==> src/rtl/tais_pkg.sv <==
// Constants for the timer 2 register, flag and asynchronous-update block.
// Assumes a 32-bit AXI4-Lite bus with word-aligned registers.
package tais_pkg;

  // Register indices; the byte address is four times the index
  localparam logic [9:0] IDX_IRQ_FLAGS    = 10'h037;
  localparam logic [9:0] IDX_GEN_CTRL     = 10'h043;
  localparam logic [9:0] IDX_CPU_STATUS   = 10'h05F;
  localparam logic [9:0] IDX_IRQ_MASK     = 10'h070;
  localparam logic [9:0] IDX_CTRL_A       = 10'h0B0;
  localparam logic [9:0] IDX_CTRL_B       = 10'h0B1;
  localparam logic [9:0] IDX_COUNT        = 10'h0B2;
  localparam logic [9:0] IDX_CMP_A        = 10'h0B3;
  localparam logic [9:0] IDX_CMP_B        = 10'h0B4;
  localparam logic [9:0] IDX_ASYNC_STATUS = 10'h0B6;

  // Flag, enable and request bit positions
  localparam int FLAG_CMP_B = 2;
  localparam int FLAG_CMP_A = 1;
  localparam int FLAG_OVF   = 0;

  // Async status, general control and global enable bit positions
  localparam int ASY_EXT_CLK   = 6;
  localparam int ASY_CLK_SEL   = 5;
  localparam int GTC_SYNC_MODE = 7;
  localparam int GTC_PSR_ASYNC = 1;
  localparam int GTC_PSR_SYNC  = 0;
  localparam int GIE_BIT       = 7;

  // Slots of the staged registers; also the busy bit positions
  localparam int SLOT_COUNT  = 4;
  localparam int SLOT_CMP_A  = 3;
  localparam int SLOT_CMP_B  = 2;
  localparam int SLOT_CTRL_A = 1;
  localparam int SLOT_CTRL_B = 0;

  // Implemented bits of the two control registers
  localparam logic [7:0] CTRL_A_MASK = 8'hF3;
  localparam logic [7:0] CTRL_B_MASK = 8'h0F;
  localparam logic [7:0] RST_REG     = 8'h00;

  // Counting sequence
  localparam logic [2:0] WGM_CTC      = 3'h2;
  localparam logic [2:0] WGM_FAST_TOP = 3'h7;
  localparam logic [7:0] CNT_BOTTOM   = 8'h00;
  localparam logic [7:0] CNT_MAX      = 8'hFF;
  localparam logic [7:0] CNT_ONE      = 8'h01;
  localparam logic [9:0] PRESC_ONE    = 10'h001;

  // Prescaler tap per clock select: divide by 1,1,8,32,64,128,256,1024
  localparam logic [7:0][9:0] PRESC_MASK = {
    10'h3FF, 10'h0FF, 10'h07F, 10'h03F,
    10'h01F, 10'h007, 10'h000, 10'h000};

  localparam logic [1:0] RESP_OKAY   = 2'h0;
  localparam logic [1:0] RESP_SLVERR = 2'h2;

endpackage

==> src/rtl/tais_timer2.sv <==
// Timer 2 register side: compare B, interrupt mask and flags, async clock
// select with update-busy staging, prescaler reset, AXI4-Lite slave.
// Assumes one clock aclk; the oscillator pin is sampled in that domain.
//
// Notes on behaviour
// - Eight-bit compare B value is compared with the counter every tick.
// - Mask holds three enables at bits 2..0; upper bits read zero.
// - Compare B match sets flag bit 2.
// - Compare A match sets flag bit 1.
// - Flags clear on vector execution or on writing one.
// - Request needs global enable, its enable and its flag together.
// - Overflow sets bit 0; in phase PWM, reversal at bottom sets it.
// - External clock bit with async select set enables pin buffer; crystal runs only when external clock bit is zero.
// - Async select bit picks I/O clock or oscillator pin tick.
// - Changing async select may corrupt counter, compares and controls.
// - Async writes set busy until moved into the timer domain.
// - Busy bits sit at 4..0 of async status; bit 7 reads zero.
// - Counter reads live value; compares and controls read staging.
// - Prescaler reset clears at once, or after the reset in async mode.
// - Sync mode bit keeps the prescaler reset bit set.
// - Counter write blocks the compare match on the next timer tick.
module tais_timer2
  import tais_pkg::*;
(
  input  logic        aclk,
  input  logic        aresetn,
  input  logic [11:0] s_axi_awaddr,
  input  logic        s_axi_awvalid,
  output logic        s_axi_awready,
  input  logic [31:0] s_axi_wdata,
  input  logic [3:0]  s_axi_wstrb,
  input  logic        s_axi_wvalid,
  output logic        s_axi_wready,
  output logic [1:0]  s_axi_bresp,
  output logic        s_axi_bvalid,
  input  logic        s_axi_bready,
  input  logic [11:0] s_axi_araddr,
  input  logic        s_axi_arvalid,
  output logic        s_axi_arready,
  output logic [31:0] s_axi_rdata,
  output logic [1:0]  s_axi_rresp,
  output logic        s_axi_rvalid,
  input  logic        s_axi_rready,
  input  logic        timer_osc_pin_1,
  input  logic [2:0]  vector_ack,
  output logic [2:0]  irq_req,
  output logic        irq,
  output logic        cmp_b_wave_pin,
  output logic        osc_input_buf_en,
  output logic        xtal_osc_en
);

  typedef struct packed {
    logic [4:0][7:0] stage;
    logic [3:0][7:0] active;
    logic [7:0]      count_value;
    logic [4:0]      busy;
    logic [2:0]      irq_flag_reg;
    logic [2:0]      irq_mask_reg;
    logic            gie;
    logic            ext_clk_input_en;
    logic            async_clock_select;
    logic            timer_sync_mode;
    logic            async_prescaler_reset;
    logic            sync_prescaler_reset;
    logic [9:0]      presc;
    logic            down;
    logic            block_match;
    logic            wave_b;
    logic            osc_s1;
    logic            osc_s2;
    logic            osc_s3;
    logic            aw_held;
    logic [9:0]      aw_idx;
    logic            w_held;
    logic [7:0]      wdata;
    logic            wlane;
    logic            bvalid;
    logic [1:0]      bresp;
    logic            rvalid;
    logic [7:0]      rdata;
    logic [1:0]      rresp;
    logic [2:0]      irq_req;
    logic            buf_en;
    logic            xtal_en;
  } tais_state_t;

  localparam tais_state_t ST_RESET = '{xtal_en: 1'b1, default: '0};

  tais_state_t st;
  tais_state_t next_st;

  logic        base;
  logic        tick;
  logic [2:0]  cs;
  logic [9:0]  pm;
  logic [2:0]  wgm;
  logic [7:0]  top;
  logic        phase;
  logic        fast;
  logic [1:0]  com_b;
  logic        aw_fire;
  logic        w_fire;
  logic        ar_fire;
  logic        wr_go;
  logic        wr;
  logic [9:0]  wr_idx;
  logic [7:0]  d;
  logic [2:0]  set_f;
  logic [2:0]  clr_f;
  logic [7:0]  rd;
  logic [9:0]  rd_idx;

  function automatic logic mapped(input logic [9:0] idx);
    case (idx)
      IDX_IRQ_FLAGS, IDX_GEN_CTRL, IDX_CPU_STATUS, IDX_IRQ_MASK,
      IDX_CTRL_A, IDX_CTRL_B, IDX_COUNT, IDX_CMP_A, IDX_CMP_B,
      IDX_ASYNC_STATUS: mapped = 1'b1;
      default:          mapped = 1'b0;
    endcase
  endfunction

  // Slots follow the busy bit order, not the address order, so the
  // register index of each slot is spelled out rather than computed
  function automatic logic [9:0] slot_idx(input int slot);
    case (slot)
      SLOT_COUNT:  slot_idx = IDX_COUNT;
      SLOT_CMP_A:  slot_idx = IDX_CMP_A;
      SLOT_CMP_B:  slot_idx = IDX_CMP_B;
      SLOT_CTRL_A: slot_idx = IDX_CTRL_A;
      default:     slot_idx = IDX_CTRL_B;
    endcase
  endfunction

  assign s_axi_awready    = ~st.aw_held & ~st.bvalid;
  assign s_axi_wready     = ~st.w_held & ~st.bvalid;
  assign s_axi_arready    = ~st.rvalid;
  assign s_axi_bvalid     = st.bvalid;
  assign s_axi_bresp      = st.bresp;
  assign s_axi_rvalid     = st.rvalid;
  assign s_axi_rresp      = st.rresp;
  assign s_axi_rdata      = {24'h000000, st.rdata};
  assign irq_req          = st.irq_req;
  assign irq              = |st.irq_req;
  assign cmp_b_wave_pin   = st.wave_b;
  assign osc_input_buf_en = st.buf_en;
  assign xtal_osc_en      = st.xtal_en;

  always_comb begin
    next_st = st;
    set_f   = 3'h0;
    clr_f   = vector_ack;

    ////////////////////////////////////////////////////////////////////////
    // Timer clock base: the oscillator pin passes two flops, a third only
    // feeds the edge detector, so no logic reads a metastable sample
    next_st.osc_s1 = timer_osc_pin_1;
    next_st.osc_s2 = st.osc_s1;
    next_st.osc_s3 = st.osc_s2;
    base = st.async_clock_select ?
           (st.osc_s2 & ~st.osc_s3) : 1'b1;

    ////////////////////////////////////////////////////////////////////////
    // Prescaler and counter
    cs   = st.active[SLOT_CTRL_B][2:0];
    pm   = PRESC_MASK[cs];
    tick = base & (cs != 3'h0) & ((st.presc & pm) == pm);
    if (st.async_prescaler_reset) begin
      next_st.presc = 10'h000;
    end else if (base) begin
      next_st.presc = st.presc + PRESC_ONE;
    end

    wgm   = {st.active[SLOT_CTRL_B][3], st.active[SLOT_CTRL_A][1:0]};
    top   = (wgm == WGM_CTC || wgm[2]) ? st.active[SLOT_CMP_A] : CNT_MAX;
    phase = wgm[0] & ~wgm[1];
    fast  = &wgm[1:0];
    com_b = st.active[SLOT_CTRL_A][5:4];

    if (tick) begin
      next_st.block_match = 1'b0;
      if (!st.block_match) begin
        if (st.count_value == st.active[SLOT_CMP_A]) begin
          set_f[FLAG_CMP_A] = 1'b1;
        end
        if (st.count_value == st.active[SLOT_CMP_B]) begin
          set_f[FLAG_CMP_B] = 1'b1;
          if (phase && com_b[1]) begin
            next_st.wave_b = com_b[0] ^ st.down;
          end else if (fast && com_b[1]) begin
            next_st.wave_b = com_b[0];
          end else if (!phase && !fast) begin
            case (com_b)
              2'h1:    next_st.wave_b = ~st.wave_b;
              2'h2:    next_st.wave_b = 1'b0;
              2'h3:    next_st.wave_b = 1'b1;
              default: next_st.wave_b = st.wave_b;
            endcase
          end
        end
      end
      if (phase) begin
        if (!st.down) begin
          if (st.count_value == top) begin
            next_st.down        = 1'b1;
            next_st.count_value = st.count_value - CNT_ONE;
          end else begin
            next_st.count_value = st.count_value + CNT_ONE;
          end
        end else if (st.count_value == CNT_BOTTOM) begin
          next_st.down         = 1'b0;
          next_st.count_value  = CNT_ONE;
          set_f[FLAG_OVF]      = 1'b1;
        end else begin
          next_st.count_value = st.count_value - CNT_ONE;
        end
      end else begin
        next_st.down = 1'b0;
        if (st.count_value == top) begin
          next_st.count_value = CNT_BOTTOM;
          if (top == CNT_MAX || wgm == WGM_FAST_TOP) begin
            set_f[FLAG_OVF] = 1'b1;
          end
          if (fast && com_b[1]) begin
            next_st.wave_b = ~com_b[0];
          end
        end else begin
          next_st.count_value = st.count_value + CNT_ONE;
        end
      end
    end

    ////////////////////////////////////////////////////////////////////////
    // Staged registers move into the timer domain on the timer clock edge
    // that follows the write; busy drops in that same cycle
    for (int i = 0; i < 5; i++) begin
      if (base && st.busy[i]) begin
        next_st.busy[i] = 1'b0;
        if (i == SLOT_COUNT) begin
          next_st.count_value = st.stage[i];
          next_st.block_match = 1'b1;
        end else begin
          next_st.active[i] = st.stage[i];
        end
      end
    end

    ////////////////////////////////////////////////////////////////////////
    // Prescaler reset release: a reset in async mode is done on the next
    // oscillator edge; sync mode holds it
    if (st.async_prescaler_reset && !st.timer_sync_mode &&
        (!st.async_clock_select || base)) begin
      next_st.async_prescaler_reset = 1'b0;
    end
    if (st.sync_prescaler_reset && !st.timer_sync_mode) begin
      next_st.sync_prescaler_reset = 1'b0;
    end

    ////////////////////////////////////////////////////////////////////////
    // AXI4-Lite write: address and data taken in either order
    aw_fire = s_axi_awvalid & s_axi_awready;
    w_fire  = s_axi_wvalid & s_axi_wready;
    if (aw_fire) begin
      next_st.aw_held = 1'b1;
      next_st.aw_idx  = s_axi_awaddr[11:2];
    end
    if (w_fire) begin
      next_st.w_held = 1'b1;
      next_st.wdata  = s_axi_wdata[7:0];
      next_st.wlane  = s_axi_wstrb[0];
    end
    wr_go  = (st.aw_held | aw_fire) & (st.w_held | w_fire);
    wr_idx = st.aw_held ? st.aw_idx : s_axi_awaddr[11:2];
    d      = st.w_held ? st.wdata : s_axi_wdata[7:0];
    wr     = wr_go & (st.w_held ? st.wlane : s_axi_wstrb[0]);
    if (wr_go) begin
      next_st.aw_held = 1'b0;
      next_st.w_held  = 1'b0;
      next_st.bvalid  = 1'b1;
      next_st.bresp   = mapped(wr_idx) ? RESP_OKAY : RESP_SLVERR;
    end else if (st.bvalid && s_axi_bready) begin
      next_st.bvalid = 1'b0;
    end

    // A write while busy simply restages; the result is not guaranteed
    if (wr) begin
      case (wr_idx)
        IDX_IRQ_FLAGS:  clr_f = clr_f | d[2:0];
        IDX_IRQ_MASK:   next_st.irq_mask_reg = d[2:0];
        IDX_CPU_STATUS: next_st.gie = d[GIE_BIT];
        IDX_GEN_CTRL: begin
          next_st.timer_sync_mode = d[GTC_SYNC_MODE];
          if (d[GTC_PSR_ASYNC]) begin
            next_st.async_prescaler_reset = 1'b1;
          end
          if (d[GTC_PSR_SYNC]) begin
            next_st.sync_prescaler_reset = 1'b1;
          end
        end
        IDX_ASYNC_STATUS: begin
          // Contents of the timer may be lost on a clock switch
          next_st.ext_clk_input_en   = d[ASY_EXT_CLK];
          next_st.async_clock_select = d[ASY_CLK_SEL];
        end
        IDX_CTRL_A, IDX_CTRL_B, IDX_COUNT, IDX_CMP_A, IDX_CMP_B: begin
          for (int i = 0; i < 5; i++) begin
            if (wr_idx == slot_idx(i)) begin
              next_st.stage[i] = d;
              if (st.async_clock_select) begin
                next_st.busy[i] = 1'b1;
              end else if (i == SLOT_COUNT) begin
                next_st.count_value = d;
                next_st.block_match = 1'b1;
              end else begin
                next_st.active[i] = d;
              end
            end
          end
        end
        default: ;
      endcase
    end

    ////////////////////////////////////////////////////////////////////////
    // AXI4-Lite read, answered one cycle after the address is taken
    ar_fire = s_axi_arvalid & ~st.rvalid;
    rd_idx  = s_axi_araddr[11:2];
    case (rd_idx)
      IDX_IRQ_FLAGS:    rd = {5'h00, st.irq_flag_reg};
      IDX_IRQ_MASK:     rd = {5'h00, st.irq_mask_reg};
      IDX_CPU_STATUS:   rd = {st.gie, 7'h00};
      IDX_GEN_CTRL:     rd = {st.timer_sync_mode, 5'h00,
                              st.async_prescaler_reset,
                              st.sync_prescaler_reset};
      IDX_ASYNC_STATUS: rd = {1'b0, st.ext_clk_input_en,
                              st.async_clock_select, st.busy};
      IDX_COUNT:        rd = st.count_value;
      IDX_CMP_A:        rd = st.stage[SLOT_CMP_A];
      IDX_CMP_B:        rd = st.stage[SLOT_CMP_B];
      IDX_CTRL_A:       rd = st.stage[SLOT_CTRL_A] & CTRL_A_MASK;
      IDX_CTRL_B:       rd = st.stage[SLOT_CTRL_B] & CTRL_B_MASK;
      default:          rd = RST_REG;
    endcase
    if (ar_fire) begin
      next_st.rvalid = 1'b1;
      next_st.rdata  = rd;
      next_st.rresp  = mapped(rd_idx) ? RESP_OKAY : RESP_SLVERR;
    end else if (st.rvalid && s_axi_rready) begin
      next_st.rvalid = 1'b0;
    end

    ////////////////////////////////////////////////////////////////////////
    // Flags: a set in the same cycle as a clear wins
    next_st.irq_flag_reg = (st.irq_flag_reg & ~clr_f) | set_f;
    next_st.irq_req = {3{next_st.gie}} & next_st.irq_flag_reg
                      & next_st.irq_mask_reg;
    next_st.buf_en  = next_st.ext_clk_input_en &
                      next_st.async_clock_select;
    next_st.xtal_en = ~next_st.ext_clk_input_en;
  end

  always_ff @(posedge aclk) begin
    if (!aresetn) begin
      st <= ST_RESET;
    end else begin
      st <= next_st;
    end
  end

endmodule

==> config.mk <==
export PLATFORM = sky130hd
export DESIGN_NAME = tais_timer2
export DESIGN_NICKNAME = d
export VERILOG_FILES = /design/src/rtl/tais_pkg.sv /design/src/rtl/tais_timer2.sv
export SDC_FILE = /design/constraint.sdc
export NUM_CORES = 1
export LEC_CHECK = 0
export BUFFER_PORTS_ARGS = -buffer_cell sky130_fd_sc_hd__buf_2
export CAP_MARGIN = 10
export CORE_UTILIZATION = 55
export DETAILED_ROUTE_END_ITERATION = 6
export GPL_TIMING_DRIVEN = 0
export PLACE_DENSITY = 0.78
export SLEW_MARGIN = 20
export SYNTH_ARGS = -nofsm -noshare
export SYNTH_HDL_FRONTEND = slang
export SYNTH_SLANG_ARGS = --single-unit
export TNS_END_PERCENT = 20
==> constraint.sdc <==
create_clock -name aclk -period 2.59 [get_ports aclk]
set_clock_uncertainty 0.05 [all_clocks]
set_input_delay 0.3885 -clock aclk [delete_from_list [all_inputs] [get_ports aclk]]
set_output_delay 0.3885 -clock aclk [all_outputs]
set_load 0.01 [all_outputs]
==> metrics <==
outcome finished clean; met3 WL between 2000 and 2500 µm; share of the synthesized area in the top cell type between 30% and 40%; io pins 119; relative max-transition margin a little over two fifths; core area about 14000 µm²; Worst-Margin Slew between 800 and 900 ps; diode count 0; largest net degree at the start of global routing 17; Yosys reg bits between 100 and 150; Yosys Warn Count 0; Required @ worst endpoint between 2000 and 3000 ps; CP Launch Type flop; Synth Area per Inst a little over 8 µm²; Die W approximately 120 µm; Port Buf Inserts 60; Post-synth ARST share 0%; worst-path fanout max 7; Clock Latency Late Sink 430 ps; Worst Setup End Kind flop; Synth Cell Area between 7000 and 8000 µm²; initial cell density of the core ~56%; commonest cells in the netlist dfxtp_1 (143), nand2_1 (123), nand3_1 (72); Filler cells 1173; dpl cell area 8440 µm²; Post-CTS Hold Buffers 0; most common cell in the synthesized netlist dfxtp_1; Switching Share between 20% and 30%; Hold Crit Class in -> reg; GRT Resource Usage Total approximately a third; worst vdd ir 0.486 mV; Setup-failing EPs final 0; cells after synthesis 945; Placer Congestion ~0.97; Max Clock Freq 395 MHz; grt total ovfl 0; Post-synth EDFFs 0; Power Internal 3.96 mW; Root Driver clkbuf_16; CTS sink count 143; vias in the first global route around 6.8k; utilization after layout 66.4%; final std cells w/o fill 1244; CTS buffer count 17; clock buffer depth 2; Antenna Violating Nets Remaining 0; post-synth top area cell dfxtp_1; leading post-synthesis cells by cell area dfxtp_1 (37%), nand2_1 (5.9%), mux2i_1 (5.5%), nand3_1 (4.6%), buf_4 (3.9%); sequential-to-total area share from yosys stat roughly 37%; die area roughly 15000 µm²; initial antenna violation count 0; Clk pwr share 47.0%; Die Y roughly 120 µm; sw power approximately 1.3 mW; final worst slack around 57 ps; Pleak between 4 and 5 nW; nets@finish about 1.1k; global-route wire length before repair 36100 µm; Cell Pwr Density around 580 nW/µm²; highest routing layer actually used met4; Final Hold Fails 0; hold slack roughly 95 ps; drt first pass iters 7; fin crit share a little over nine tenths; post-route met1 wirelength approximately 9500 µm; Synth-to-Final Area Change 17.8%; Routed WL between 20000 and 25000 µm; DRC Markers 0; layout cell share with drive strength beyond 1 a little under a fifth; routed via count about 7.6k; Placed Instances 1210; setup TNS 0 ps; Logic pwr share about a tenth; routed wire length per instance roughly 19 µm; sequential share of power a little over two fifths; Place WS -435 ps; CTS H-tree depth 4; ys flop type dfxtp_1; Cell Rows 43; Pwr Total approximately 5.3 mW; Final Critical Period ~2500 ps; Slew Viols, Final 0; starting DRC count in detailed routing 860; Critical Path AT 2790 ps; Reg clk slew, reported paths around 60 ps; met2 WL 10300 µm; DR vias/cell around 6; clock tree from TritonCTS done; Max Cap Violations 0; post-synthesis cell type count 77; fin area between 9000 and 10000 µm²; Crit Path Category reg -> reg; Detailed Place HPWL approximately 17000 µm
[repair_timing]
item | in CTS | in global routing
pin swaps | 1 | 4
gates resized for setup | 9 | 30
endpoints found under the setup margin | 26 | 64
setup buffers | 2 | 4
[sequential cells by signal (all words and copies together), names as in the netlist, 2 cells and up]
register and cells:
com_b 2, cs 3, irq_req 3, next_st 2
pm 6, s_axi_rdata 8, st 112
[final timing paths]
kind	from	end	slack (ps)	depth (start not counted)
setup / recovery	st[39]$_SDFFE_PP0P_	pm[4]$_SDFF_PP1_	60	10
hold / removal	s_axi_rready	s_axi_rvalid$_SDFFE_PN0P_	90	2
setup reg to reg	st[39]$_SDFFE_PP0P_	pm[4]$_SDFF_PP1_	60	10
hold reg to reg	next_st[41]$_SDFF_PN0_	next_st[40]$_SDFF_PN0_	410	1
[final cells by class]
| class | count | area [µm²] | area share [%] |
|---|---|---|---|
| well taps | 180 | 225 | 2.44 |
| repair buffers | 66 | 358 | 3.88 |
| multi-input cells | 708 | 4560 | 49.5 |
| plain buffers | 90 | 514 | 5.58 |
| inverters | 25 | 93.8 | 1.02 |
| clock buffers | 21 | 470 | 5.11 |
| flip-flops and latches | 143 | 2870 | 31.1 |
| clock inverters | 11 | 129 | 1.40 |
[critical path: stages, from the launching register on]
cell and delay, ps:
dfxtp_2 370, or3b_4 420, a22oi_4 260, nand2_1 130, nor3_4 260, buf_12 160
nand2_2 150, nor2_2 160, nor3_1 70, a31oi_1 230, a21boi_0 130
[layout by cell type (no fill, tap or decap), types with 10 or more instances in the layout]
master / synthesis / layout
mux2_2: 17 / 17
a22oi_1: 10 / 10
dfxtp_1: 143 / 141
conb_1: 1 / 26
nand2b_1: 12 / 11
xor2_1: 10 / 10
buf_4: 41 / 46
clkbuf_1: 43 / 34
nand3_1: 72 / 71
a21oi_1: 34 / 33
o211ai_1: 10 / 10
nor2b_1: 44 / 44
inv_1: 23 / 23
mux2i_1: 43 / 43
nor2_1: 55 / 52
clkbuf_16: 0 / 17
buf_2: 7 / 66
nand4_1: 13 / 13
o21ai_0: 30 / 30
nor3_1: 21 / 18
a21boi_0: 23 / 23
o211a_1: 26 / 26
nand2_1: 123 / 123
xnor2_1: 17 / 17
[per-layer routing]
layer | GRT usage [%] | vias to the layer above
li1 | - | 3517
met1 | 42.0 | 3558
met2 | 48.8 | 447
met3 | 6.86 | 87
met4 | 18.8 | 0
met5 | 0 | -
[power by group through the flow]
| stage | registers, mW | logic, mW | clock network, mW |
|---|---|---|---|
| after CTS | 2.28 | 0.508 | 2.50 |
| after detailed placement | 2.33 | 0.501 | 0 |
| after global placement | 2.33 | 0.495 | 0 |
| final | 2.28 | 0.529 | 2.50 |
| after global routing | 2.29 | 0.570 | 2.59 |
| after floorplan | 2.32 | 0.338 | 0 |
[cells by family after synthesis]
| family | synth area share, % |
|---|---|
| AO/OA/AOI/OAI | 18.4 |
| XOR/XNOR | 3.03 |
| adder cells (fa/ha/maj) | 0.480 |
| buffers and inverters | 7.80 |
| flip-flops | 36.6 |
| multiplexers | 7.96 |
| other | 0.0480 |
| AND/OR/NAND/NOR | 25.7 |
No activity file was read; power rests on OpenSTA's default activity.
